`src/include/dio_params.svh`:
```
`ifndef DIO_PARAMS_SVH
`define DIO_PARAMS_SVH

`define DIO_CLK_PERIOD_NS   25
`define DIO_STROBE_NS       300
`define DIO_STROBE_CYC      ((`DIO_STROBE_NS + `DIO_CLK_PERIOD_NS - 1) / `DIO_CLK_PERIOD_NS)
`define DIO_TRIGGER_FOLLOW_OUT_EXT_NS    200
`define DIO_TRIGGER_FOLLOW_OUT_EXT_CYC   (`DIO_TRIGGER_FOLLOW_OUT_EXT_NS / `DIO_CLK_PERIOD_NS)
`define DIO_TRIGGER_FOLLOW_OUT_INT_NS    1000
`define DIO_TRIGGER_FOLLOW_OUT_INT_CYC   (`DIO_TRIGGER_FOLLOW_OUT_INT_NS / `DIO_CLK_PERIOD_NS)
`define DIO_SYNC_LAT        3

`define DIO_OFS_OUT         8'h00
`define DIO_OFS_CFG         8'h04
`define DIO_OFS_IN          8'h08
`define DIO_OFS_CTRL        8'h0C
`define DIO_OFS_STAT        8'h10
`define DIO_OFS_DIV         8'h14
`define DIO_OFS_CNT         8'h18

`define DIO_CFG_CLK_SEL     0
`define DIO_CFG_L1_LSB      1
`define DIO_CFG_EDGE_FALL   3
`define DIO_CFG_INT_PACER   4
`define DIO_CFG_ACQ_LSB     5

`define DIO_CTRL_START      0
`define DIO_CTRL_STOP       1
`define DIO_CTRL_CONV       2
`define DIO_CTRL_OVR_CLR    3

`define DIO_STAT_STATE_LSB  0
`define DIO_STAT_TRIGGER_FOLLOW_OUT      2
`define DIO_STAT_BUSY       3
`define DIO_STAT_OVR        4

`define DIO_OUT_RST         8'h00
`define DIO_DIV_RST         16'h03E8
`define DIO_PIN_RST         4'hF

`endif

```
`src/include/dio_pkg.sv`:
```
package dio_pkg;

    typedef enum logic [1:0] {
        L1_PLAIN   = 2'b00,
        L1_TRIGGER = 2'b01,
        L1_GATE    = 2'b10
    } line1_mode_type;

    typedef enum logic [1:0] {
        ACQ_POST  = 2'b00,
        ACQ_PRE   = 2'b01,
        ACQ_ABOUT = 2'b10
    } acq_mode_type;

    typedef enum logic [1:0] {
        ST_IDLE  = 2'b00,
        ST_ARMED = 2'b01,
        ST_RUN   = 2'b10
    } acq_state_type;

endpackage

```
`src/rtl/dio_top.sv`:
```
`timescale 1ns/1ps
`include "dio_params.svh"

module dio_top #(
    parameter int STROBE_CYC = `DIO_STROBE_CYC,
    parameter int TRIGGER_FOLLOW_OUT_CYC  = `DIO_TRIGGER_FOLLOW_OUT_EXT_CYC
) (
    input  wire logic        clk,
    input  wire logic        arst_n,
    input  wire logic [7:0]  reg_addr,
    input  wire logic [31:0] reg_wdata,
    input  wire logic        reg_wr,
    input  wire logic        reg_rd,
    output logic      [31:0] reg_rdata,
    output logic      [7:0]  gp_output_bits,
    input  wire logic        fixed_input_bit_two,
    input  wire logic        fixed_input_bit_three,
    input  wire logic        dual_input_zero_or_ext_clock,
    input  wire logic        dual_input_one_or_trigger,
    output logic             output_latch_strobe,
    output logic             trigger_follow_out,
    output logic             conv_start,
    output logic             acq_running
);

    localparam int EXT_DLY = TRIGGER_FOLLOW_OUT_CYC - `DIO_SYNC_LAT;

    // Both counts live in 8-bit counters
    if (EXT_DLY < 1 || TRIGGER_FOLLOW_OUT_CYC > 255 || STROBE_CYC > 255) begin : g_chk
        $error("dio_top: TRIGGER_FOLLOW_OUT_CYC or STROBE_CYC out of range");
    end

    function automatic logic edge_seen(input logic cur, input logic prev,
                                       input logic falling);
        edge_seen = falling ? (prev & ~cur) : (cur & ~prev);
    endfunction

    function automatic logic hit(input logic [7:0] addr, input logic [7:0] ofs);
        hit = (addr == ofs);
    endfunction

    // Pin synchronisers; reset to one so idle lines match the pull-ups
    logic [3:0] pin_raw;
    logic [3:0] sync1_q;
    logic [3:0] sync2_q;
    logic [3:0] prev_q;

    assign pin_raw = {fixed_input_bit_three, fixed_input_bit_two,
                      dual_input_one_or_trigger, dual_input_zero_or_ext_clock};

    always_ff @(posedge clk or negedge arst_n) begin
        if (!arst_n) begin
            sync1_q <= `DIO_PIN_RST;
            sync2_q <= `DIO_PIN_RST;
            prev_q  <= `DIO_PIN_RST;
        end else begin
            sync1_q <= pin_raw;
            sync2_q <= sync1_q;
            prev_q  <= sync2_q;
        end
    end

    // Configuration
    logic                    clk_sel_q;
    dio_pkg::line1_mode_type l1_mode_q;
    logic                    edge_fall_q;
    logic                    int_pacer_q;
    dio_pkg::acq_mode_type   acq_mode_q;
    logic [15:0]             div_q;
    logic                    cfg_wr;
    logic                    ctrl_wr;
    logic                    out_wr;

    assign cfg_wr  = reg_wr && hit(reg_addr, `DIO_OFS_CFG);
    assign ctrl_wr = reg_wr && hit(reg_addr, `DIO_OFS_CTRL);
    assign out_wr  = reg_wr && hit(reg_addr, `DIO_OFS_OUT);

    always_ff @(posedge clk or negedge arst_n) begin
        if (!arst_n) begin
            clk_sel_q   <= 1'b0;
            l1_mode_q   <= dio_pkg::L1_PLAIN;
            edge_fall_q <= 1'b0;
            int_pacer_q <= 1'b0;
            acq_mode_q  <= dio_pkg::ACQ_POST;
        end else if (cfg_wr) begin
            clk_sel_q   <= reg_wdata[`DIO_CFG_CLK_SEL];
            case (reg_wdata[`DIO_CFG_L1_LSB +: 2])
                2'h1:    l1_mode_q <= dio_pkg::L1_TRIGGER;
                2'h2:    l1_mode_q <= dio_pkg::L1_GATE;
                default: l1_mode_q <= dio_pkg::L1_PLAIN;
            endcase
            edge_fall_q <= reg_wdata[`DIO_CFG_EDGE_FALL];
            // External clock wins when both sources are requested
            int_pacer_q <= reg_wdata[`DIO_CFG_INT_PACER]
                           & ~reg_wdata[`DIO_CFG_CLK_SEL];
            case (reg_wdata[`DIO_CFG_ACQ_LSB +: 2])
                2'h1:    acq_mode_q <= dio_pkg::ACQ_PRE;
                2'h2:    acq_mode_q <= dio_pkg::ACQ_ABOUT;
                default: acq_mode_q <= dio_pkg::ACQ_POST;
            endcase
        end
    end

    always_ff @(posedge clk or negedge arst_n) begin
        if (!arst_n) begin
            div_q <= `DIO_DIV_RST;
        end else if (reg_wr && hit(reg_addr, `DIO_OFS_DIV)) begin
            div_q <= reg_wdata[15:0];
        end
    end

    // Output word and strobe
    logic [7:0] out_q;
    logic       strobe_busy;
    logic       out_take;
    logic       ovr_q;

    // Writes during a strobe are refused so no pulse is lost or shared
    assign out_take = out_wr && !strobe_busy;

    always_ff @(posedge clk or negedge arst_n) begin
        if (!arst_n) begin
            out_q <= `DIO_OUT_RST;
        end else if (out_take) begin
            out_q <= reg_wdata[7:0];
        end
    end

    always_ff @(posedge clk or negedge arst_n) begin
        if (!arst_n) begin
            ovr_q <= 1'b0;
        end else if (out_wr && strobe_busy) begin
            ovr_q <= 1'b1;
        end else if (ctrl_wr && reg_wdata[`DIO_CTRL_OVR_CLR]) begin
            ovr_q <= 1'b0;
        end
    end

    strobe_pulse_gen #(
        .HIGH_CYC (STROBE_CYC)
    ) u_strobe (
        .clk    (clk),
        .arst_n (arst_n),
        .start  (out_take),
        .pulse  (output_latch_strobe),
        .busy   (strobe_busy)
    );

    assign gp_output_bits = out_q;

    // Acquisition control
    dio_pkg::acq_state_type acq_q;
    dio_pkg::acq_state_type acq_d;
    logic sw_start;
    logic sw_stop;
    logic ext_trig;
    logic gate_lvl;
    logic start_ext;
    logic start_int;

    assign sw_start = ctrl_wr && reg_wdata[`DIO_CTRL_START];
    assign sw_stop  = ctrl_wr && reg_wdata[`DIO_CTRL_STOP];
    assign ext_trig = (l1_mode_q == dio_pkg::L1_TRIGGER)
                      && edge_seen(sync2_q[1], prev_q[1], edge_fall_q);
    assign gate_lvl = (l1_mode_q == dio_pkg::L1_GATE) && sync2_q[1];

    always_comb begin
        acq_d = acq_q;
        case (acq_q)
            dio_pkg::ST_IDLE: begin
                if (sw_start) begin
                    if ((l1_mode_q == dio_pkg::L1_TRIGGER && acq_mode_q == dio_pkg::ACQ_POST)
                        || l1_mode_q == dio_pkg::L1_GATE) begin
                        acq_d = dio_pkg::ST_ARMED;
                    end else begin
                        acq_d = dio_pkg::ST_RUN;
                    end
                end
            end
            dio_pkg::ST_ARMED: begin
                if (sw_stop) begin
                    acq_d = dio_pkg::ST_IDLE;
                end else if (ext_trig || gate_lvl) begin
                    acq_d = dio_pkg::ST_RUN;
                end
            end
            dio_pkg::ST_RUN: begin
                if (sw_stop) begin
                    acq_d = dio_pkg::ST_IDLE;
                end else if (l1_mode_q == dio_pkg::L1_GATE && !sync2_q[1]) begin
                    acq_d = dio_pkg::ST_ARMED;
                end else if (acq_mode_q == dio_pkg::ACQ_PRE && ext_trig) begin
                    acq_d = dio_pkg::ST_IDLE;
                end
            end
            default: acq_d = dio_pkg::ST_IDLE;
        endcase
    end

    always_ff @(posedge clk or negedge arst_n) begin
        if (!arst_n) begin
            acq_q <= dio_pkg::ST_IDLE;
        end else begin
            acq_q <= acq_d;
        end
    end

    assign start_ext = (acq_q == dio_pkg::ST_ARMED) && (acq_d == dio_pkg::ST_RUN);
    assign start_int = (acq_q == dio_pkg::ST_IDLE) && (acq_d == dio_pkg::ST_RUN);
    assign acq_running = (acq_q == dio_pkg::ST_RUN);

    // Trigger-out delay; the synchroniser latency is taken off the count
    logic [7:0] dly_q;
    logic       trigger_follow_out_q;

    always_ff @(posedge clk or negedge arst_n) begin
        if (!arst_n) begin
            dly_q <= 8'h00;
        end else if (acq_d != dio_pkg::ST_RUN) begin
            dly_q <= 8'h00;
        end else if (start_ext) begin
            dly_q <= 8'(EXT_DLY);
        end else if (start_int) begin
            dly_q <= 8'h01;
        end else if (dly_q != 8'h00) begin
            dly_q <= dly_q - 8'h01;
        end
    end

    always_ff @(posedge clk or negedge arst_n) begin
        if (!arst_n) begin
            trigger_follow_out_q <= 1'b0;
        end else if (acq_d != dio_pkg::ST_RUN || acq_mode_q == dio_pkg::ACQ_ABOUT) begin
            trigger_follow_out_q <= 1'b0;
        end else if (dly_q == 8'h01) begin
            trigger_follow_out_q <= 1'b1;
        end
    end

    assign trigger_follow_out = trigger_follow_out_q;

    // Pacer and conversion start
    logic [15:0] pacer_q;
    logic        tick_int;
    logic        tick_ext;
    logic        conv_q;
    logic [15:0] conv_cnt_q;

    assign tick_int = acq_running && int_pacer_q && (pacer_q == 16'h0000);
    assign tick_ext = acq_running && clk_sel_q
                      && edge_seen(sync2_q[0], prev_q[0], 1'b0);

    always_ff @(posedge clk or negedge arst_n) begin
        if (!arst_n) begin
            pacer_q <= 16'h0000;
        end else if (!acq_running || pacer_q == 16'h0000) begin
            pacer_q <= div_q;
        end else begin
            pacer_q <= pacer_q - 16'h0001;
        end
    end

    always_ff @(posedge clk or negedge arst_n) begin
        if (!arst_n) begin
            conv_q <= 1'b0;
        end else begin
            // Software start coexists with either hardware source
            conv_q <= tick_int || tick_ext
                      || (ctrl_wr && reg_wdata[`DIO_CTRL_CONV]);
        end
    end

    always_ff @(posedge clk or negedge arst_n) begin
        if (!arst_n) begin
            conv_cnt_q <= 16'h0000;
        end else if (reg_wr && hit(reg_addr, `DIO_OFS_CNT)) begin
            conv_cnt_q <= 16'h0000;
        end else if (conv_q) begin
            conv_cnt_q <= conv_cnt_q + 16'h0001;
        end
    end

    assign conv_start = conv_q;

    // Register read
    logic [3:0]  in_view;
    logic [31:0] rd_d;
    logic [31:0] rdata_q;

    assign in_view = {sync2_q[3], sync2_q[2],
                      sync2_q[1] & (l1_mode_q == dio_pkg::L1_PLAIN),
                      sync2_q[0] & ~clk_sel_q};

    always_comb begin
        rd_d = 32'h0000_0000;
        case (reg_addr)
            `DIO_OFS_OUT:  rd_d[7:0]  = out_q;
            `DIO_OFS_CFG:  rd_d[6:0]  = {acq_mode_q, int_pacer_q, edge_fall_q,
                                         l1_mode_q, clk_sel_q};
            `DIO_OFS_IN:   rd_d[3:0]  = in_view;
            `DIO_OFS_STAT: rd_d[4:0]  = {ovr_q, strobe_busy, trigger_follow_out_q, acq_q};
            `DIO_OFS_DIV:  rd_d[15:0] = div_q;
            `DIO_OFS_CNT:  rd_d[15:0] = conv_cnt_q;
            default:       rd_d       = 32'h0000_0000;
        endcase
    end

    always_ff @(posedge clk or negedge arst_n) begin
        if (!arst_n) begin
            rdata_q <= 32'h0000_0000;
        end else if (reg_rd) begin
            rdata_q <= rd_d;
        end else begin
            rdata_q <= 32'h0000_0000;
        end
    end

    assign reg_rdata = rdata_q;

    // Strobe length seen so far, so the width check needs no long repetition
    logic [7:0] strobe_len_q;

    always_ff @(posedge clk or negedge arst_n) begin
        if (!arst_n) begin
            strobe_len_q <= 8'h00;
        end else if (output_latch_strobe) begin
            strobe_len_q <= strobe_len_q + 8'h01;
        end else begin
            strobe_len_q <= 8'h00;
        end
    end
endmodule

```
`src/rtl/strobe_pulse_gen.sv`:
```
`timescale 1ns/1ps
`include "dio_params.svh"

module strobe_pulse_gen #(
    parameter int HIGH_CYC = `DIO_STROBE_CYC
) (
    input  wire logic clk,
    input  wire logic arst_n,
    input  wire logic start,
    output logic      pulse,
    output logic      busy
);

    localparam int W = $clog2(HIGH_CYC + 2);

    if (HIGH_CYC < 1) begin : g_chk
        $error("strobe_pulse_gen: HIGH_CYC must be at least one");
    end

    logic [W-1:0] cnt_q;
    logic         pulse_q;

    // One extra low cycle keeps two pulses from merging
    always_ff @(posedge clk or negedge arst_n) begin
        if (!arst_n) begin
            cnt_q <= '0;
        end else if (start && cnt_q == '0) begin
            cnt_q <= W'(HIGH_CYC + 1);
        end else if (cnt_q != '0) begin
            cnt_q <= cnt_q - 1'b1;
        end
    end

    always_ff @(posedge clk or negedge arst_n) begin
        if (!arst_n) begin
            pulse_q <= 1'b0;
        end else if (start && cnt_q == '0) begin
            pulse_q <= 1'b1;
        end else if (cnt_q == W'(2)) begin
            pulse_q <= 1'b0;
        end
    end

    assign pulse = pulse_q;
    assign busy  = (cnt_q != '0);

endmodule

```
`config.mk`:
```
export PLATFORM = sky130hd
export DESIGN_NAME = dio_top
export DESIGN_NICKNAME = d
export VERILOG_FILES = /design/src/include/dio_pkg.sv /design/src/rtl/dio_top.sv /design/src/rtl/strobe_pulse_gen.sv
export VERILOG_INCLUDE_DIRS = /design/src /design/src/include
export SDC_FILE = /design/constraint.sdc
export NUM_CORES = 1
export LEC_CHECK = 0
export ABC_AREA = 1
export BUFFER_PORTS_ARGS = -buffer_cell sky130_fd_sc_hd__buf_2
export CAP_MARGIN = 20
export CORE_ASPECT_RATIO = 0.7
export CORE_UTILIZATION = 49
export CTS_CLUSTER_DIAMETER = 40
export DETAILED_ROUTE_END_ITERATION = 8
export GPL_TIMING_DRIVEN = 0
export PLACE_DENSITY = 0.8
export REMOVE_ABC_BUFFERS = 1
export SLEW_MARGIN = 20
export SYNTH_ARGS = -nofsm -noshare
export SYNTH_HDL_FRONTEND = slang
export SYNTH_HIERARCHICAL = 1
export SYNTH_SLANG_ARGS = --single-unit
```
`constraint.sdc`:
```
create_clock -name clk -period 1.75 [get_ports clk]
set_clock_uncertainty 0.1 [all_clocks]
set_input_delay 0.175 -clock clk [delete_from_list [all_inputs] [get_ports clk]]
set_output_delay 0.175 -clock clk [all_outputs]
set_load 0.01 [all_outputs]
```
==> run summary <==
Post-DRT Antenna Nets = 0
Worst Reg2Reg Path Length in Cells = 10
Mapped cell area = 0.00528 mm²
Fin area = 0.00648 mm²
WL/cell = 14.8 µm
Reg-to-Reg Start = pacer_q[0]$_DFF_PN0_
Total grt overflow = 0
Lkg Pwr = 3.28 nW
Vias/cell = 5.24
Final HPWL DP = 8830 µm
Crit-path slowest cell = dfrtp_1
Die Y = 88.9 µm
Worst rel slew slack = 0.529
Post-synthesis simple-gate area fraction = 0.233
Setup crit start kind = register
Clock transition at path regs = 70 ps
Sequential area share after synthesis = 0.511
Worst setup path start = pacer_q[0]$_DFF_PN0_
RR Endpoint = pacer_q[3]$_DFF_PN0_
Synth warn = 6
H-tree Lvls = 3
HP Start = reg_wdata[6]
Die Width = 126 µm
Crit path cell chain = inv_2 > ha_4 > nand2_2 > nor2_2 > nand4_1 > buf_6 > nand2_8 > clkinvlp_4 > nand2_1 > o21ai_1
Hold Fails Final Rpt = 0
Xor and xnor area share after synthesis = 0.0348
Status = finished, final reports clean
WP data required = 1890 ps
Mapped Cells = 631
Actual slew at the worst max-slew pin = 699 ps
Core area = 0.0104 mm²
WL final = 12,800 µm
Vias in the first global route = 4,332
Avg Cell Area, Syn = 8.37 µm²
Pwr/cell area = 936 mW/mm²
Buf/Inv on CP = 3
N_diodes = 0
First-pass DRT Iterations = 5
Clk root buf = clkbuf_16
Port bufs = 59
Worst-path fanout max = 6
Initial antenna violation count = 0
Bufs on Longest Clock Path = 2
Final worst-path cycle share = 0.978
Cell row count = 31
Total track usage = 0.238
Largest family of logic cells by synthesized area = simple AND/OR/NAND/NOR gates
Area share of fa/ha/maj cells after synthesis = 0.0166
Mux share of post-synthesis cell area = 0.0107
Via count = 4,530
Register bit count reported by yosys = 107
CP peak stage delay = 390 ps
Share of layout cells above drive strength 1 = 0.240
Die ar. = 0.0112 mm²
Unrepaired setup endpoints after global routing = true
Fmax = 584 MHz
Largest net degree at the start of global routing = 62
Drc violations = 0
Final setup fails = 0
CP arrival = 1850 ps
Element type at the critical path end = register
Final RePlAce weighted congestion = 0.883
Post-Place Cell Area = 0.00565 mm²
Family with the most delay on the worst path = simple AND/OR/NAND/NOR gates
Synth Area in Compound Gates = 0.0933
Worst R2R Setup Slack = 40 ps
Total clock sinks = 107
Initial Util = 0.508
CTS tree = done
Global-route wire length before repair = 20,300 µm
Synth-to-layout area growth = 22.7%
Ports = 92
Hold path depth = 3
Post-synth cell types = 41
Final Slew Violations = 0
Final net count = 782
Max IR drop VDD = 0.000665 V
CTS buffer count = 9
Tmin final = 1710 ps
Type of the worst setup path = register to register
Max Cap Violations = 0
Worst Hold Class = input pin to register
Initial DRC count = 307
Skew-Pair Late Insertion Delay = 350 ps
Final Power = 6.06 mW
Worst min-delay path endpoint = acq_mode_q[1]$_DFFE_PN0P_
where the power goes:
| group | switching (mW) | leakage (nW) | total, mW | internal, mW |
|---|---|---|---|---|
| combinational | 0.657 | 1.79 | 1.12 | 0.463 |
| clock | 0.898 | 0.156 | 2.14 | 1.24 |
| sequential | 0.154 | 1.34 | 2.80 | 2.65 |
| total | 1.71 | 3.28 | 6.06 | 4.36 |
sequential cells by signal, indices dropped and copies added (netlist names), 2 cells and up:
name,flops
acq_mode_q,2
acq_q,2
conv_cnt_q,16
div_q,16
dly_q,8
gp_output_bits,8
l1_mode_q,2
pacer_q,16
prev_q,2
reg_rdata,16
sync1_q,4
sync2_q,4
u_strobe/cnt_q,4
cell usage in the layout, fill, tap and decap left out, types with 10 or more instances in the layout:
cell type,netlist,routed
nor3_1,17,13
inv_1,90,81
nor2_1,60,52
buf_4,19,15
a21oi_1,23,23
xor2_1,15,15
nand3_1,27,24
inv_2,2,10
o21ai_0,48,45
conb_1,1,16
nand2_2,3,10
nand2_1,145,137
buf_2,5,58
dfrtp_1,91,89
dfstp_2,16,16
dlygate4sd3_1,0,17
stage by stage:
step / hold WS (ps) / utilization / TNS (ps) / worst slack (ps) / cells
finish: 6.16 / 0.623 / 0 / 38.7 / 864
global route: 24.0 / 0.623 / -430 / -87.7 / 864
CTS: 0.585 / 0.601 / 0 / 6.95 / 853
detailed placement: 93.8 / 0.543 / -10530 / -693 / 811
global placement: 180 / 0.540 / -76360 / -728 / 810
floorplan: -221 / - / -23.8 / -15.0 / 619
synth_stat cells (all sizes together):
| master | instances | area [µm²] |
|---|---|---|
| a21oi | 23 | 115 |
| a22oi | 1 | 7.51 |
| a31oi | 2 | 12.5 |
| and3 | 1 | 6.26 |
| buf | 25 | 179 |
| clkbuf | 2 | 7.51 |
| conb | 1 | 3.75 |
| dfrtp | 91 | 2280 |
| dfstp | 16 | 420 |
| ha | 7 | 87.6 |
| inv | 92 | 345 |
| mux2 | 5 | 56.3 |
| nand2 | 151 | 597 |
| nand3 | 28 | 145 |
| nand3b | 1 | 7.51 |
| nand4 | 9 | 56.3 |
| nor2 | 67 | 289 |
| nor3 | 20 | 115 |
| nor4 | 1 | 6.26 |
| o211ai | 1 | 7.51 |
| o21a | 1 | 7.51 |
| o21ai | 54 | 270 |
| o21bai | 1 | 7.51 |
| o221ai | 1 | 8.76 |
| o22ai | 5 | 31.3 |
| o2bb2ai | 1 | 8.76 |
| o31ai | 1 | 7.51 |
| o41ai | 1 | 8.76 |
| or2 | 1 | 6.26 |
| xnor2 | 6 | 52.6 |
| xor2 | 15 | 131 |
how the worst max path moves through the flow:
stage	to	depth (start not counted)
after floorplan	pacer_q[12]$_DFF_PN0_	9
after global placement	dly_q[1]$_DFFE_PN0P_	1
after detailed placement	pacer_q[12]$_DFF_PN0_	8
after CTS	pacer_q[5]$_DFF_PN0_	10
after global routing	pacer_q[3]$_DFF_PN0_	11
final	pacer_q[3]$_DFF_PN0_	10
worst min-delay path, cell delays in order:
cell,delay [ps]
buf_2,90
nand3_1,70
o21ai_0,80
metal layers:
| metal | GRT usage | up-vias | part of all wire |
|---|---|---|---|
| li1 | - | 2164 | - |
| met1 | 0.311 | 2211 | 0.45 |
| met2 | 0.401 | 137 | 0.47 |
| met3 | 0.0520 | 18 | 0.061 |
| met4 | 0.0800 | 0 | 0.014 |
| met5 | 0 | - | 0 |
repair_timing:
item                                    CTS  global route
endpoints found under the hold margin    71             0
pin swaps                                 5            17
gates resized for setup                  17            43
endpoints found under the setup margin   27            36
gates cloned                              2             1
hold buffers                             17             0
buffers inserted                          7            10
layout make-up:
type                    count  area [µm²]
clock inverters             6        80.1
well taps                 132         165
inverters                  92         349
clock buffers              10         229
repair buffers             94         634
multi-input cells         422        2310
repair inverters            1        7.51
flip-flops and latches    107        2700
fillers                   880        3920
logic make-up (layout without fill, tap and decap cells):
kind of cell	count (synthesis)	after routing
mux	5	5
buf+inv	119	203
other cells	1	16
compound gates	92	92
simple gates	279	281
flops	107	107
fa+ha+maj	7	7
xor+xnor	21	21
Note: power is estimated with default switching activity, not from simulation.
